[config.mk]
export PLATFORM = sky130hd
export DESIGN_NAME = jisp_port
export DESIGN_NICKNAME = d
export VERILOG_FILES = /design/src/rtl/jisp_pkg.sv /design/src/rtl/jisp_port.sv /design/src/rtl/jisp_tap.sv
export VERILOG_INCLUDE_DIRS = /design/src /design/src/rtl
export SDC_FILE = /design/constraint.sdc
export NUM_CORES = 1
export LEC_CHECK = 0
export BUFFER_PORTS_ARGS = -buffer_cell sky130_fd_sc_hd__buf_2
export CORE_MARGIN = 2
export CORE_UTILIZATION = 56
export CTS_BUF_LIST = sky130_fd_sc_hd__clkbuf_2
export CTS_CLUSTER_SIZE = 8
export DETAILED_ROUTE_END_ITERATION = 10
export MAX_ROUTING_LAYER = met4
export PLACE_DENSITY_LB_ADDON = 0.1
export SYNTH_ARGS = -nofsm -noshare
export SYNTH_HDL_FRONTEND = slang
export SYNTH_SLANG_ARGS = --single-unit
[constraint.sdc]
create_clock -name mclk_i -period 3.45 [get_ports mclk_i]
set_clock_uncertainty 0.1 [all_clocks]
set_input_delay 0.1725 -clock mclk_i [delete_from_list [all_inputs] [get_ports mclk_i]]
set_output_delay 0.1725 -clock mclk_i [all_outputs]
set_load 0.005 [all_outputs]
[src/rtl/jisp_defs.svh]
// constants of the serial in-system programming port control block
// What this block does
// - external controller programs all or part of flash and logic, host idle
// - no boundary-scan cells; port stays in bypass for other chain members
// - test pins enabled when pin config, logic equation or host bit is true
// - enabled but not activated: mode, clock, data-in, data-out all inputs
// - after the activating command data-out is driven, channel functional
// - combined enable false: the four test pins are user general I/O
// - blank factory device has the four test pins enabled by default
// - host enable bit in control register; any reset clears it
// - status and error pins enabled together, only by a serial command
// - error pin driven low when flash erase or program ends in error
// - status pin 1 in flash read mode, 0 while program or erase runs
// - status and error pins open-drain by default, push-pull selectable
`ifndef JISP_DEFS_SVH
`define JISP_DEFS_SVH

`define JISP_ADDR_W        4
`define JISP_DATA_W        8
`define JISP_PORT_W        7
`define JISP_IR_W          4
`define JISP_DR_W          16

`define JISP_PORT_C_BIT0   0
`define JISP_PORT_C_BIT1   1
`define JISP_PORT_C_BIT3   3
`define JISP_PORT_C_BIT4   4
`define JISP_PORT_C_BIT5   5
`define JISP_PORT_C_BIT6   6
`define JISP_PORT_ALL_IN   7'h7f

`define JISP_IR_CAPTURE    4'h1
`define JISP_IR_ACTIVATE   4'h1
`define JISP_IR_EXTCFG     4'h2
`define JISP_IR_PROGRAM    4'h3
`define JISP_IR_BYPASS     4'hf

`define JISP_OFS_CTRL      4'h0
`define JISP_OFS_STATUS    4'h1
`define JISP_OFS_TAPST     4'h2

`define JISP_CTRL_EN_BIT   0
`define JISP_ST_ON_BIT     0
`define JISP_ST_ACT_BIT    1
`define JISP_ST_EXT_BIT    2
`define JISP_ST_PP_BIT     3
`define JISP_ST_ERR_BIT    4
`define JISP_ST_BUSY_BIT   5

`endif

[src/rtl/jisp_pkg.sv]
// types of the serial in-system programming port control block
`include "jisp_defs.svh"
package jisp_pkg;

  typedef enum logic [3:0] {
    TAP_RESET   = 4'h0, TAP_IDLE    = 4'h1, TAP_SEL_DR  = 4'h2,
    TAP_CAP_DR  = 4'h3, TAP_SHIFT_DR = 4'h4, TAP_EXIT1_DR = 4'h5,
    TAP_PAUSE_DR = 4'h6, TAP_EXIT2_DR = 4'h7, TAP_UPD_DR = 4'h8,
    TAP_SEL_IR  = 4'h9, TAP_CAP_IR  = 4'ha, TAP_SHIFT_IR = 4'hb,
    TAP_EXIT1_IR = 4'hc, TAP_PAUSE_IR = 4'hd, TAP_EXIT2_IR = 4'he,
    TAP_UPD_IR  = 4'hf
  } jisp_tap_t;

  typedef struct packed {
    logic [`JISP_PORT_W-1:0] o;
    logic [`JISP_PORT_W-1:0] oe_n;
  } jisp_pins_t;

  typedef struct packed {
    logic [`JISP_PORT_W-1:0] s1;
    logic [`JISP_PORT_W-1:0] s2;
    logic                    tck_d;
    logic                    jtag_on;
    logic                    ctrl_en;
    logic                    act;
    logic                    ext_en;
    logic                    ext_pp;
    logic [`JISP_IR_W-1:0]   ir;
    logic [`JISP_IR_W-1:0]   ir_sh;
    logic [`JISP_DR_W-1:0]   dr_sh;
    logic                    tdo;
    logic                    busy;
    logic                    err;
    logic [`JISP_DR_W-1:0]   word;
    logic                    word_stb;
    jisp_pins_t              pins;
    logic [`JISP_PORT_W-1:0] pin_in;
    logic [`JISP_DATA_W-1:0] rdata;
  } jisp_state_t;

endpackage : jisp_pkg

[src/rtl/jisp_port.sv]
// serial programming port: pin enable, tap data path, extension pins
`timescale 1ns/1ps
`include "jisp_defs.svh"
module jisp_port
  import jisp_pkg::*;
(
  input  wire logic                    mclk_i,
  input  wire logic                    sys_rst_i,
  input  wire logic [`JISP_ADDR_W-1:0] reg_addr_i,
  input  wire logic [`JISP_DATA_W-1:0] reg_wdata_i,
  input  wire logic                    reg_wr_i,
  input  wire logic                    reg_rd_i,
  output logic      [`JISP_DATA_W-1:0] reg_rdata_o,
  input  wire logic                    cfg_jtag_pins_i,
  input  wire logic                    blank_device_i,
  input  wire logic                    pld_jtag_en_i,
  input  wire logic                    flash_busy_i,
  input  wire logic                    flash_err_i,
  input  wire logic [`JISP_PORT_W-1:0] gpio_out_i,
  input  wire logic [`JISP_PORT_W-1:0] gpio_oe_n_i,
  output logic      [`JISP_PORT_W-1:0] gpio_in_o,
  input  wire logic [`JISP_PORT_W-1:0] port_c_i,
  output logic      [`JISP_PORT_W-1:0] port_c_o,
  output logic      [`JISP_PORT_W-1:0] port_c_oe_n_o,
  output logic                         jtag_on_o,
  output logic      [`JISP_DR_W-1:0]   isp_word_o,
  output logic                         isp_word_stb_o
);

  jisp_state_t q, d;
  jisp_tap_t   tap;
  logic        tck_rise;
  logic        tck_fall;
  logic        tms;
  logic        tdi;

  // only the second synchroniser stage is looked at
  assign tms      = q.s2[`JISP_PORT_C_BIT0];
  assign tdi      = q.s2[`JISP_PORT_C_BIT5];
  assign tck_rise = q.s2[`JISP_PORT_C_BIT1] & ~q.tck_d;
  assign tck_fall = ~q.s2[`JISP_PORT_C_BIT1] & q.tck_d;

  jisp_tap u_tap (
    .mclk_i    (mclk_i),
    .sys_rst_i (sys_rst_i),
    .step_i    (tck_rise),
    .tms_i     (tms),
    .hold_i    (~q.jtag_on),
    .state_o   (tap)
  );

  // commands other than activate only count once the port is activated
  function automatic logic [`JISP_IR_W-1:0] eff_ir(input jisp_state_t s);
    eff_ir = s.act ? s.ir : `JISP_IR_BYPASS;
  endfunction : eff_ir

  // unknown instructions select the one-bit bypass register
  function automatic logic [`JISP_DR_W-1:0] dr_capture(
    input logic [`JISP_IR_W-1:0] ir,
    input jisp_state_t           s
  );
    dr_capture = '0;
    case (ir)
      `JISP_IR_EXTCFG: begin
        dr_capture[0] = s.ext_en;
        dr_capture[1] = s.ext_pp;
      end
      `JISP_IR_PROGRAM: begin
        dr_capture[0] = s.busy;
        dr_capture[1] = s.err;
      end
      default: dr_capture = '0;
    endcase
  endfunction : dr_capture

  function automatic logic [`JISP_DR_W-1:0] dr_shift(
    input logic [`JISP_IR_W-1:0] ir,
    input logic [`JISP_DR_W-1:0] sh,
    input logic                  din
  );
    dr_shift = sh;
    case (ir)
      `JISP_IR_EXTCFG: begin
        dr_shift[0] = sh[1];
        dr_shift[1] = din;
      end
      `JISP_IR_PROGRAM: dr_shift = {din, sh[`JISP_DR_W-1:1]};
      default:          dr_shift[0] = din;
    endcase
  endfunction : dr_shift

  function automatic logic [`JISP_DATA_W-1:0] reg_read(
    input logic [`JISP_ADDR_W-1:0] a,
    input jisp_state_t             s,
    input jisp_tap_t               t
  );
    reg_read = '0;
    case (a)
      `JISP_OFS_CTRL:   reg_read[`JISP_CTRL_EN_BIT] = s.ctrl_en;
      `JISP_OFS_STATUS: begin
        reg_read[`JISP_ST_ON_BIT]   = s.jtag_on;
        reg_read[`JISP_ST_ACT_BIT]  = s.act;
        reg_read[`JISP_ST_EXT_BIT]  = s.ext_en;
        reg_read[`JISP_ST_PP_BIT]   = s.ext_pp;
        reg_read[`JISP_ST_ERR_BIT]  = s.err;
        reg_read[`JISP_ST_BUSY_BIT] = s.busy;
      end
      `JISP_OFS_TAPST:  reg_read[`JISP_IR_W-1:0] = t;
      default:          reg_read = '0;
    endcase
  endfunction : reg_read

  always_comb begin
    d          = q;
    d.s1       = port_c_i;
    d.s2       = q.s1;
    d.tck_d    = q.s2[`JISP_PORT_C_BIT1];
    d.pin_in   = q.s2;
    d.word_stb = 1'b0;
    d.busy     = flash_busy_i;
    d.rdata    = '0;
    // three enable sources, a blank part counts as a fixed pin choice
    d.jtag_on  = cfg_jtag_pins_i | blank_device_i | pld_jtag_en_i
               | q.ctrl_en;
    if (reg_wr_i && reg_addr_i == `JISP_OFS_CTRL) begin
      d.ctrl_en = reg_wdata_i[`JISP_CTRL_EN_BIT];
    end
    if (reg_rd_i) begin
      d.rdata = reg_read(reg_addr_i, q, tap);
    end
    // error holds until the next operation starts; a new error wins
    if (flash_busy_i && !q.busy) begin
      d.err = 1'b0;
    end
    if (flash_err_i) begin
      d.err = 1'b1;
    end
    if (!q.jtag_on) begin
      d.act    = 1'b0;
      d.ext_en = 1'b0;
    end else if (tck_rise) begin
      case (tap)
        TAP_RESET:    d.ir = `JISP_IR_BYPASS;
        TAP_CAP_IR:   d.ir_sh = `JISP_IR_CAPTURE;
        TAP_SHIFT_IR: d.ir_sh = {tdi, q.ir_sh[`JISP_IR_W-1:1]};
        TAP_UPD_IR: begin
          d.ir = q.ir_sh;
          if (q.ir_sh == `JISP_IR_ACTIVATE) begin
            d.act = 1'b1;
          end
        end
        TAP_CAP_DR:   d.dr_sh = dr_capture(eff_ir(q), q);
        TAP_SHIFT_DR: d.dr_sh = dr_shift(eff_ir(q), q.dr_sh, tdi);
        TAP_UPD_DR: begin
          case (eff_ir(q))
            `JISP_IR_EXTCFG: begin
              d.ext_en = q.dr_sh[0];
              d.ext_pp = q.dr_sh[1];
            end
            `JISP_IR_PROGRAM: begin
              d.word     = q.dr_sh;
              d.word_stb = 1'b1;
            end
            default: d.word_stb = 1'b0;
          endcase
        end
        default: d.ir = q.ir;
      endcase
    end
    // data-out moves only on the falling test clock
    if (q.jtag_on && tck_fall) begin
      if (tap == TAP_SHIFT_IR) begin
        d.tdo = q.ir_sh[0];
      end else if (tap == TAP_SHIFT_DR) begin
        d.tdo = q.dr_sh[0];
      end
    end
    d.pins.o    = gpio_out_i;
    d.pins.oe_n = gpio_oe_n_i;
    if (q.jtag_on) begin
      d.pins.o[`JISP_PORT_C_BIT0]    = 1'b0;
      d.pins.oe_n[`JISP_PORT_C_BIT0] = 1'b1;
      d.pins.o[`JISP_PORT_C_BIT1]    = 1'b0;
      d.pins.oe_n[`JISP_PORT_C_BIT1] = 1'b1;
      d.pins.o[`JISP_PORT_C_BIT5]    = 1'b0;
      d.pins.oe_n[`JISP_PORT_C_BIT5] = 1'b1;
      d.pins.o[`JISP_PORT_C_BIT6]    = q.tdo;
      d.pins.oe_n[`JISP_PORT_C_BIT6] = ~q.act;
      if (q.ext_en) begin
        // open drain only ever pulls low, so several parts can share a wire
        d.pins.o[`JISP_PORT_C_BIT3]    = q.ext_pp & ~q.busy;
        d.pins.oe_n[`JISP_PORT_C_BIT3] = q.ext_pp ? 1'b0 : ~q.busy;
        d.pins.o[`JISP_PORT_C_BIT4]    = q.ext_pp & ~q.err;
        d.pins.oe_n[`JISP_PORT_C_BIT4] = q.ext_pp ? 1'b0 : ~q.err;
      end
    end
  end

  always_ff @(posedge mclk_i or posedge sys_rst_i) begin
    if (sys_rst_i) begin
      q           <= '0;
      q.ir        <= `JISP_IR_BYPASS;
      q.pins.oe_n <= `JISP_PORT_ALL_IN;
    end else begin
      q <= d;
    end
  end

  assign reg_rdata_o    = q.rdata;
  assign gpio_in_o      = q.pin_in;
  assign port_c_o       = q.pins.o;
  assign port_c_oe_n_o  = q.pins.oe_n;
  assign jtag_on_o      = q.jtag_on;
  assign isp_word_o     = q.word;
  assign isp_word_stb_o = q.word_stb;
endmodule : jisp_port

[src/rtl/jisp_tap.sv]
// tap controller state machine, stepped on each rising test clock
`timescale 1ns/1ps
module jisp_tap
  import jisp_pkg::*;
(
  input  wire logic  mclk_i,
  input  wire logic  sys_rst_i,
  input  wire logic  step_i,
  input  wire logic  tms_i,
  input  wire logic  hold_i,
  output jisp_tap_t  state_o
);

  typedef struct packed {
    jisp_tap_t st;
  } jisp_tap_reg_t;

  jisp_tap_reg_t q, d;

  function automatic jisp_tap_t tap_next(input jisp_tap_t s, input logic m);
    case (s)
      TAP_RESET:    tap_next = m ? TAP_RESET    : TAP_IDLE;
      TAP_IDLE:     tap_next = m ? TAP_SEL_DR   : TAP_IDLE;
      TAP_SEL_DR:   tap_next = m ? TAP_SEL_IR   : TAP_CAP_DR;
      TAP_CAP_DR:   tap_next = m ? TAP_EXIT1_DR : TAP_SHIFT_DR;
      TAP_SHIFT_DR: tap_next = m ? TAP_EXIT1_DR : TAP_SHIFT_DR;
      TAP_EXIT1_DR: tap_next = m ? TAP_UPD_DR   : TAP_PAUSE_DR;
      TAP_PAUSE_DR: tap_next = m ? TAP_EXIT2_DR : TAP_PAUSE_DR;
      TAP_EXIT2_DR: tap_next = m ? TAP_UPD_DR   : TAP_SHIFT_DR;
      TAP_UPD_DR:   tap_next = m ? TAP_SEL_DR   : TAP_IDLE;
      TAP_SEL_IR:   tap_next = m ? TAP_RESET    : TAP_CAP_IR;
      TAP_CAP_IR:   tap_next = m ? TAP_EXIT1_IR : TAP_SHIFT_IR;
      TAP_SHIFT_IR: tap_next = m ? TAP_EXIT1_IR : TAP_SHIFT_IR;
      TAP_EXIT1_IR: tap_next = m ? TAP_UPD_IR   : TAP_PAUSE_IR;
      TAP_PAUSE_IR: tap_next = m ? TAP_EXIT2_IR : TAP_PAUSE_IR;
      TAP_EXIT2_IR: tap_next = m ? TAP_UPD_IR   : TAP_SHIFT_IR;
      TAP_UPD_IR:   tap_next = m ? TAP_SEL_DR   : TAP_IDLE;
      default:      tap_next = TAP_RESET;
    endcase
  endfunction : tap_next

  always_comb begin
    d = q;
    if (hold_i) begin
      d.st = TAP_RESET;
    end else if (step_i) begin
      d.st = tap_next(q.st, tms_i);
    end
  end

  always_ff @(posedge mclk_i or posedge sys_rst_i) begin
    if (sys_rst_i) begin
      q.st <= TAP_RESET;
    end else begin
      q <= d;
    end
  end

  assign state_o = q.st;

endmodule : jisp_tap
======== After elaboration in Yosys (flattened, before gate mapping) ========
Cells that the tools add are included.
word-level totals
  flip-flop bits (word level) ............. 97
  output and inout port bits .............. 47
  logic and storage cells ................. 135
cells by class
  eq/ne operators ......................... 27
  multiplexer cells ....................... 48
  bitwise gates (word level) .............. 12
  reduce and logical (&&, ||, !) cells .... 25
operators by type and width
  cell                                                  number
  one-hot mux 4 bit (12 select lines)                   1
  equality test 4 bit (second input constant)           8
  2-to-1 mux 4 bit                                      8
  one-hot mux 16 bit (2 select lines)                   1
  2-to-1 mux 27 bit                                     1
  equality test 4 x 2 -> 1 bit (second input constant)  5
  2-to-1 mux 2 bit                                      10
  equality test 4 x 3 -> 1 bit (second input constant)  4
  2-to-1 mux 1 bit                                      16
  one-hot mux 4 bit (2 select lines)                    2
  AND reduction 4 bit                                   4
  AND reduction 3 bit                                   5
  2-to-1 mux 14 bit                                     1
  equality test 4 x 1 -> 1 bit (second input constant)  3
  2-to-1 mux 6 bit                                      2
  != test 2 x 1 -> 1 bit (second input constant)        6
  nonzero test 2 bit                                    5
  zero test 4 bit                                       2
  2-to-1 mux 3 bit                                      2
  one-hot mux 3 bit (2 select lines)                    1
  OR reduction 2 bit                                    3
  inverter 1 bit                                        5
  bitwise AND 1 bit                                     4
  one-hot mux 2 bit (2 select lines)                    1
  8 further kinds                                       12

======== Longest topological paths before layout ========
  depth in word-level cells ............... 7
  gate-level depth with buffers ........... 6
  gate-level depth less buffers ........... 4

======== Cells and area by module ========
From an unflattened synthesis, not the netlist that was laid out.
second synthesis, totals
  cells, all modules ...................... 352
  area total of the unflattened synthesis .. 4289.1 µm²
by module, submodules not included
  module     times used  cells an instance  area each (µm²)  seq. area each (µm²)
  jisp_port  1           304                3892.5           2265.9
  jisp_tap   1           48                 396.6            100.1

======== Worst setup path before layout ========
Ideal clock, no wire load.
  kind .................................... flip-flop to flip-flop
  start ................................... register q[70] (netlist bit)
  end ..................................... register q (netlist bit isp_word_o[0])
  library setup time ...................... 0.125 ns
  arrival time ............................ 1.888 ns
  slack ................................... 1.337 ns
  cell stages (with the launch flop) ...... 7
  path buffers ............................ 2
  period minus slack after synthesis ...... 2.113 ns
  cells stage by stage .................... dfstp_2 -> and4bb_1 -> buf_2 -> nand2_2 -> nor4_4 -> buf_4 -> mux2_2
between the ends
  cells in the longest elaborated chain, start to end .. 3
ends and longest elaborated chain
  item                           RTL line          text
  from (decl)                    jisp_port.sv:30   jisp_state_t q, d;
  2-to-1 mux 4 bit (no line)     -
  equality test 4 x 2 -> 1 bit   jisp_port.sv:155  case (eff_ir(q))
  AND reduction 4 bit (no line)  -
No other way between the ends.
A chain may end at the register's enable or synchronous reset.

======== Worst setup path after layout ========
  start ................................... register u_tap.q (netlist bit u_tap.state_o[0])
  end ..................................... register q[52] (netlist bit)
between the ends
  cells in the longest elaborated chain, start to end .. 3
ends and longest elaborated chain
  item                                                                                 RTL line          text
  from (decl)                                                                          jisp_tap.sv:18    jisp_tap_reg_t q, d;
  equality test 4 x 3 -> 1 bit / equality test 4 x 2 -> 1 bit (equally long branches)  jisp_port.sv:142  case (tap)
  != test 2 x 1 -> 1 bit (no line) / nonzero test 2 bit (equally long branches)        -
  AND reduction 4 bit (no line)                                                        -
Parallel ways exist; a longest one is shown, timed or not.

==> impl_metrics.py <==
metrics = {
    "run_status": {
        "outcome": "complete, no violations",
    },
    "synthesis": {
        "async_reset_ff_share_pct": 100,
        "syn_area_mm2": 0.00414,
        "syn_avg_cell_area_um2": 11.7,
        "ys_ff_latch": 94,
        "ys.flop_type": "dfrtp_1",
        "seq_area_frac_synth_pct": 57.1,
        "yosysWarningCount": 0,
        "syn_inst": 355,
        "synth_edf_count": 0,
        "ys_types": 53,
    },
    "drt": {
        "drt_iter0_markers": 129,
        "drcViolationCount": 0,
        "ant_nets": 0,
        "post_drt_via_cell_ratio": 5.01,
        "routed_wl_um": 7760,
        "first_pass_iters": 4,
        "wl_per_cell_um": 14.5,
        "num_vias": 2676,
    },
    "global_routing": {
        "grt_pass1_vias": 2601,
        "use_met3_pct": 3.19,
        "busiest_layer": "met2",
        "grt_antenna_before_repair": 0,
        "grt_overflow_total": 0,
        "grt_max_degree": 44,
        "grt_pass1_wl_um": 13000,
        "grt_use_met2_pct": 32.4,
        "grt_use_total_pct": 20.9,
        "met1_usage_pct": 28.1,
    },
    "power_and_ir_drop": {
        "switching_share_pct": 28.3,
        "p_switching_uw": 615,
        "clock_power_share_pct": 29.4,
        "p_per_area_mw_per_mm2": 450,
        "p_comb_share_pct": 14.4,
        "internal-power_mw": 1.56,
        "seqPwrFrac_pct": 56.1,
        "ir_worst_vdd_uv": 255,
        "total_power_mw": 2.17,
        "leakagePower_nw": 2.28,
    },
    "worst_setup_path": {
        "cp-start-kind": "register",
        "crit-reg2reg-launch": "u_tap.state_o[0]",
        "startpoint": "u_tap.state_o[0]",
        "cp.required_ns": 3.80,
        "crit_fanout": 14,
        "critical_path_class": "reg -> reg",
        "worstPathArrival_ns": 2.84,
        "endpoint_kind": "register",
    },
    "floorplanning": {
        "dieArea_mm2": 0.00810,
        "coreArea_mm2": 0.00721,
        "initial_core_util_pct": 57.4,
        "rows": 31,
        "die_h_um": 90.0,
        "fp.dieW_um": 90.0,
        "io_pins": 89,
    },
    "cts": {
        "cts.htree.levels": 3,
        "cts_buffers": 9,
        "clkSinkCount": 94,
        "clock_latency_ns": 0.53,
        "cts_buffer_depth": 2,
        "clkTransAtPathRegs_ns": 0.27,
        "tritoncts": "yes",
        "cts_root_buf": "clkbuf_2",
    },
    "finish": {
        "design_area_mm2": 0.00483,
        "fin_nets": 472,
        "instances_no_fill": 534,
        "diodes": 0,
        "layout_commonest_cell": "dfrtp_1",
        "post-route-util_pct": 66.9,
        "final_cell_mix": "dfrtp_1, buf_2, dlygate4sd3_1",
        "syn_to_final_growth_pct": 16.5,
        "drive_gt1_share_pct": 34.9,
    },
    "sta": {
        "finalWorstPathRequiredPeriod_ns": 2.49,
        "rsz0062_at_grt": "no",
        "drv_slew": 0,
        "maxSlewHeadroom_pct": 55.0,
        "setup_viol": 0,
        "max_freq_ghz": 0.401,
        "timing.final.crit_share_pct": 72.2,
        "worst_pin_slew_ns": 0.674,
        "tns_ns": 0,
        "hold_viol": 0,
    },
    "place": {
        "post_dp_cell_area_mm2": 0.00431,
        "dpl.cell_count": 481,
        "io_buffer_count": 79,
        "dp_hpwl_um": 4980,
        "place_congestion": 0.789,
    },
    "job": {
        "maxCapViolCount": 0,
    },
    "min_path": {
        "hold_path.class": "in -> async",
    },
}
-- sequential cells by signal, summed over array words and instances, names as in the netlist --
name,count
port_c_o,7
u_tap.state_o,4
jtag_on_o,1
d,14
gpio_in_o,7
q,31
port_c_oe_n_o,7
isp_word_stb_o,1
isp_word_o,16
reg_rdata_o,6
-- stage by stage --
stage	hold WS [ns]	setup slack, ns
after floorplan	0.0770	0.747
after global placement	0.180	1.04
after detailed placement	0.182	1.01
after CTS	0.0876	0.949
after global routing	0.0925	0.843
final	0.112	0.959
-- area by class of cell --
class | instances | area [um^2]
clock buffers | 9 | 45.0
clock inverters | 7 | 105
fillers | 568 | 2390
inverters | 12 | 46.3
multi-input cells | 189 | 1320
flip-flops and latches | 94 | 2370
well taps | 99 | 124
repair buffers | 124 | 826
-- layer usage --
metal / share of wire [%] / up-vias
li1: - / 1312
met1: 46 / 1295
met2: 49 / 61
met3: 3.0 / 8
met4: 1.4 / 0
met5: 0 / -
-- power groups by stage --
stage	Combinational (mW)	Clock (mW)	Sequential (mW)
after detailed placement	0.277	0	1.24
after floorplan	0.237	0	1.20
after CTS	0.313	0.660	1.22
after global placement	0.271	0	1.24
final	0.314	0.640	1.22
after global routing	0.352	0.710	1.23
-- cell usage after synthesis (2+ instances only) --
library cell | n | share of area (%)
nand4_1 | 2 | 0.30
nand3_1 | 4 | 0.48
a211oi_1 | 2 | 0.36
a22oi_1 | 3 | 0.54
o22a_1 | 4 | 0.85
a31oi_1 | 4 | 0.60
clkbuf_1 | 9 | 0.82
o22ai_1 | 2 | 0.30
nor2_1 | 24 | 2.2
or2_2 | 3 | 0.45
dfrtp_1 | 83 | 50
nor2b_1 | 10 | 1.5
o21bai_1 | 2 | 0.36
a21oi_1 | 10 | 1.2
o21ai_0 | 13 | 1.6
nand2_1 | 29 | 2.6
buf_2 | 3 | 0.36
mux2_2 | 25 | 6.8
dfstp_2 | 11 | 7.0
and3_1 | 3 | 0.45
inv_1 | 12 | 1.1
o31ai_1 | 2 | 0.36
mux2_4 | 2 | 0.72
nand3b_1 | 2 | 0.36
nand2b_1 | 5 | 0.76
nor3_1 | 3 | 0.36
buf_4 | 47 | 8.5
mux2i_1 | 11 | 2.7
-- critical path: stages, from the launching register on --
cell and delay, ns:
dfrtp_1 0.55, or3b_4 0.45, a211oi_4 0.33, a21boi_4 0.57
mux2_2 0.40
-- timing repair --
| action | CTS | global route |
|---|---|---|
| buffers inserted | 0 | 0 |
| gates resized for setup | 0 | 0 |
| setup endpoints to repair | 0 | 0 |
| hold buffers | 37 | 0 |
| hold endpoints to repair | 72 | 0 |
-- worst paths after layout --
check / end / slack (ns) / cells past startpoint
min in group mclk_i: d[79] / 0.16 / 2
hold / removal: d[11] / 0.11 / 3
setup / recovery: q[52] / 0.96 / 4
hold reg to reg: d[11] / 0.27 / 0
max in group asynchronous: q[72] / 2.29 / 4
setup reg to reg: q[52] / 0.96 / 4
-- cell families after synthesis --
group                     share of synthesized area [%]
other                                            0.0905
DFF                                                57.1
and+or+nand+nor                                    12.5
muxes                                              10.7
buffers and inverters                              11.2
AOI/OAI and AO/OA                                  8.15
xor gates and xnor gates                          0.211
Note: power is estimated with default switching activity, not from simulation.
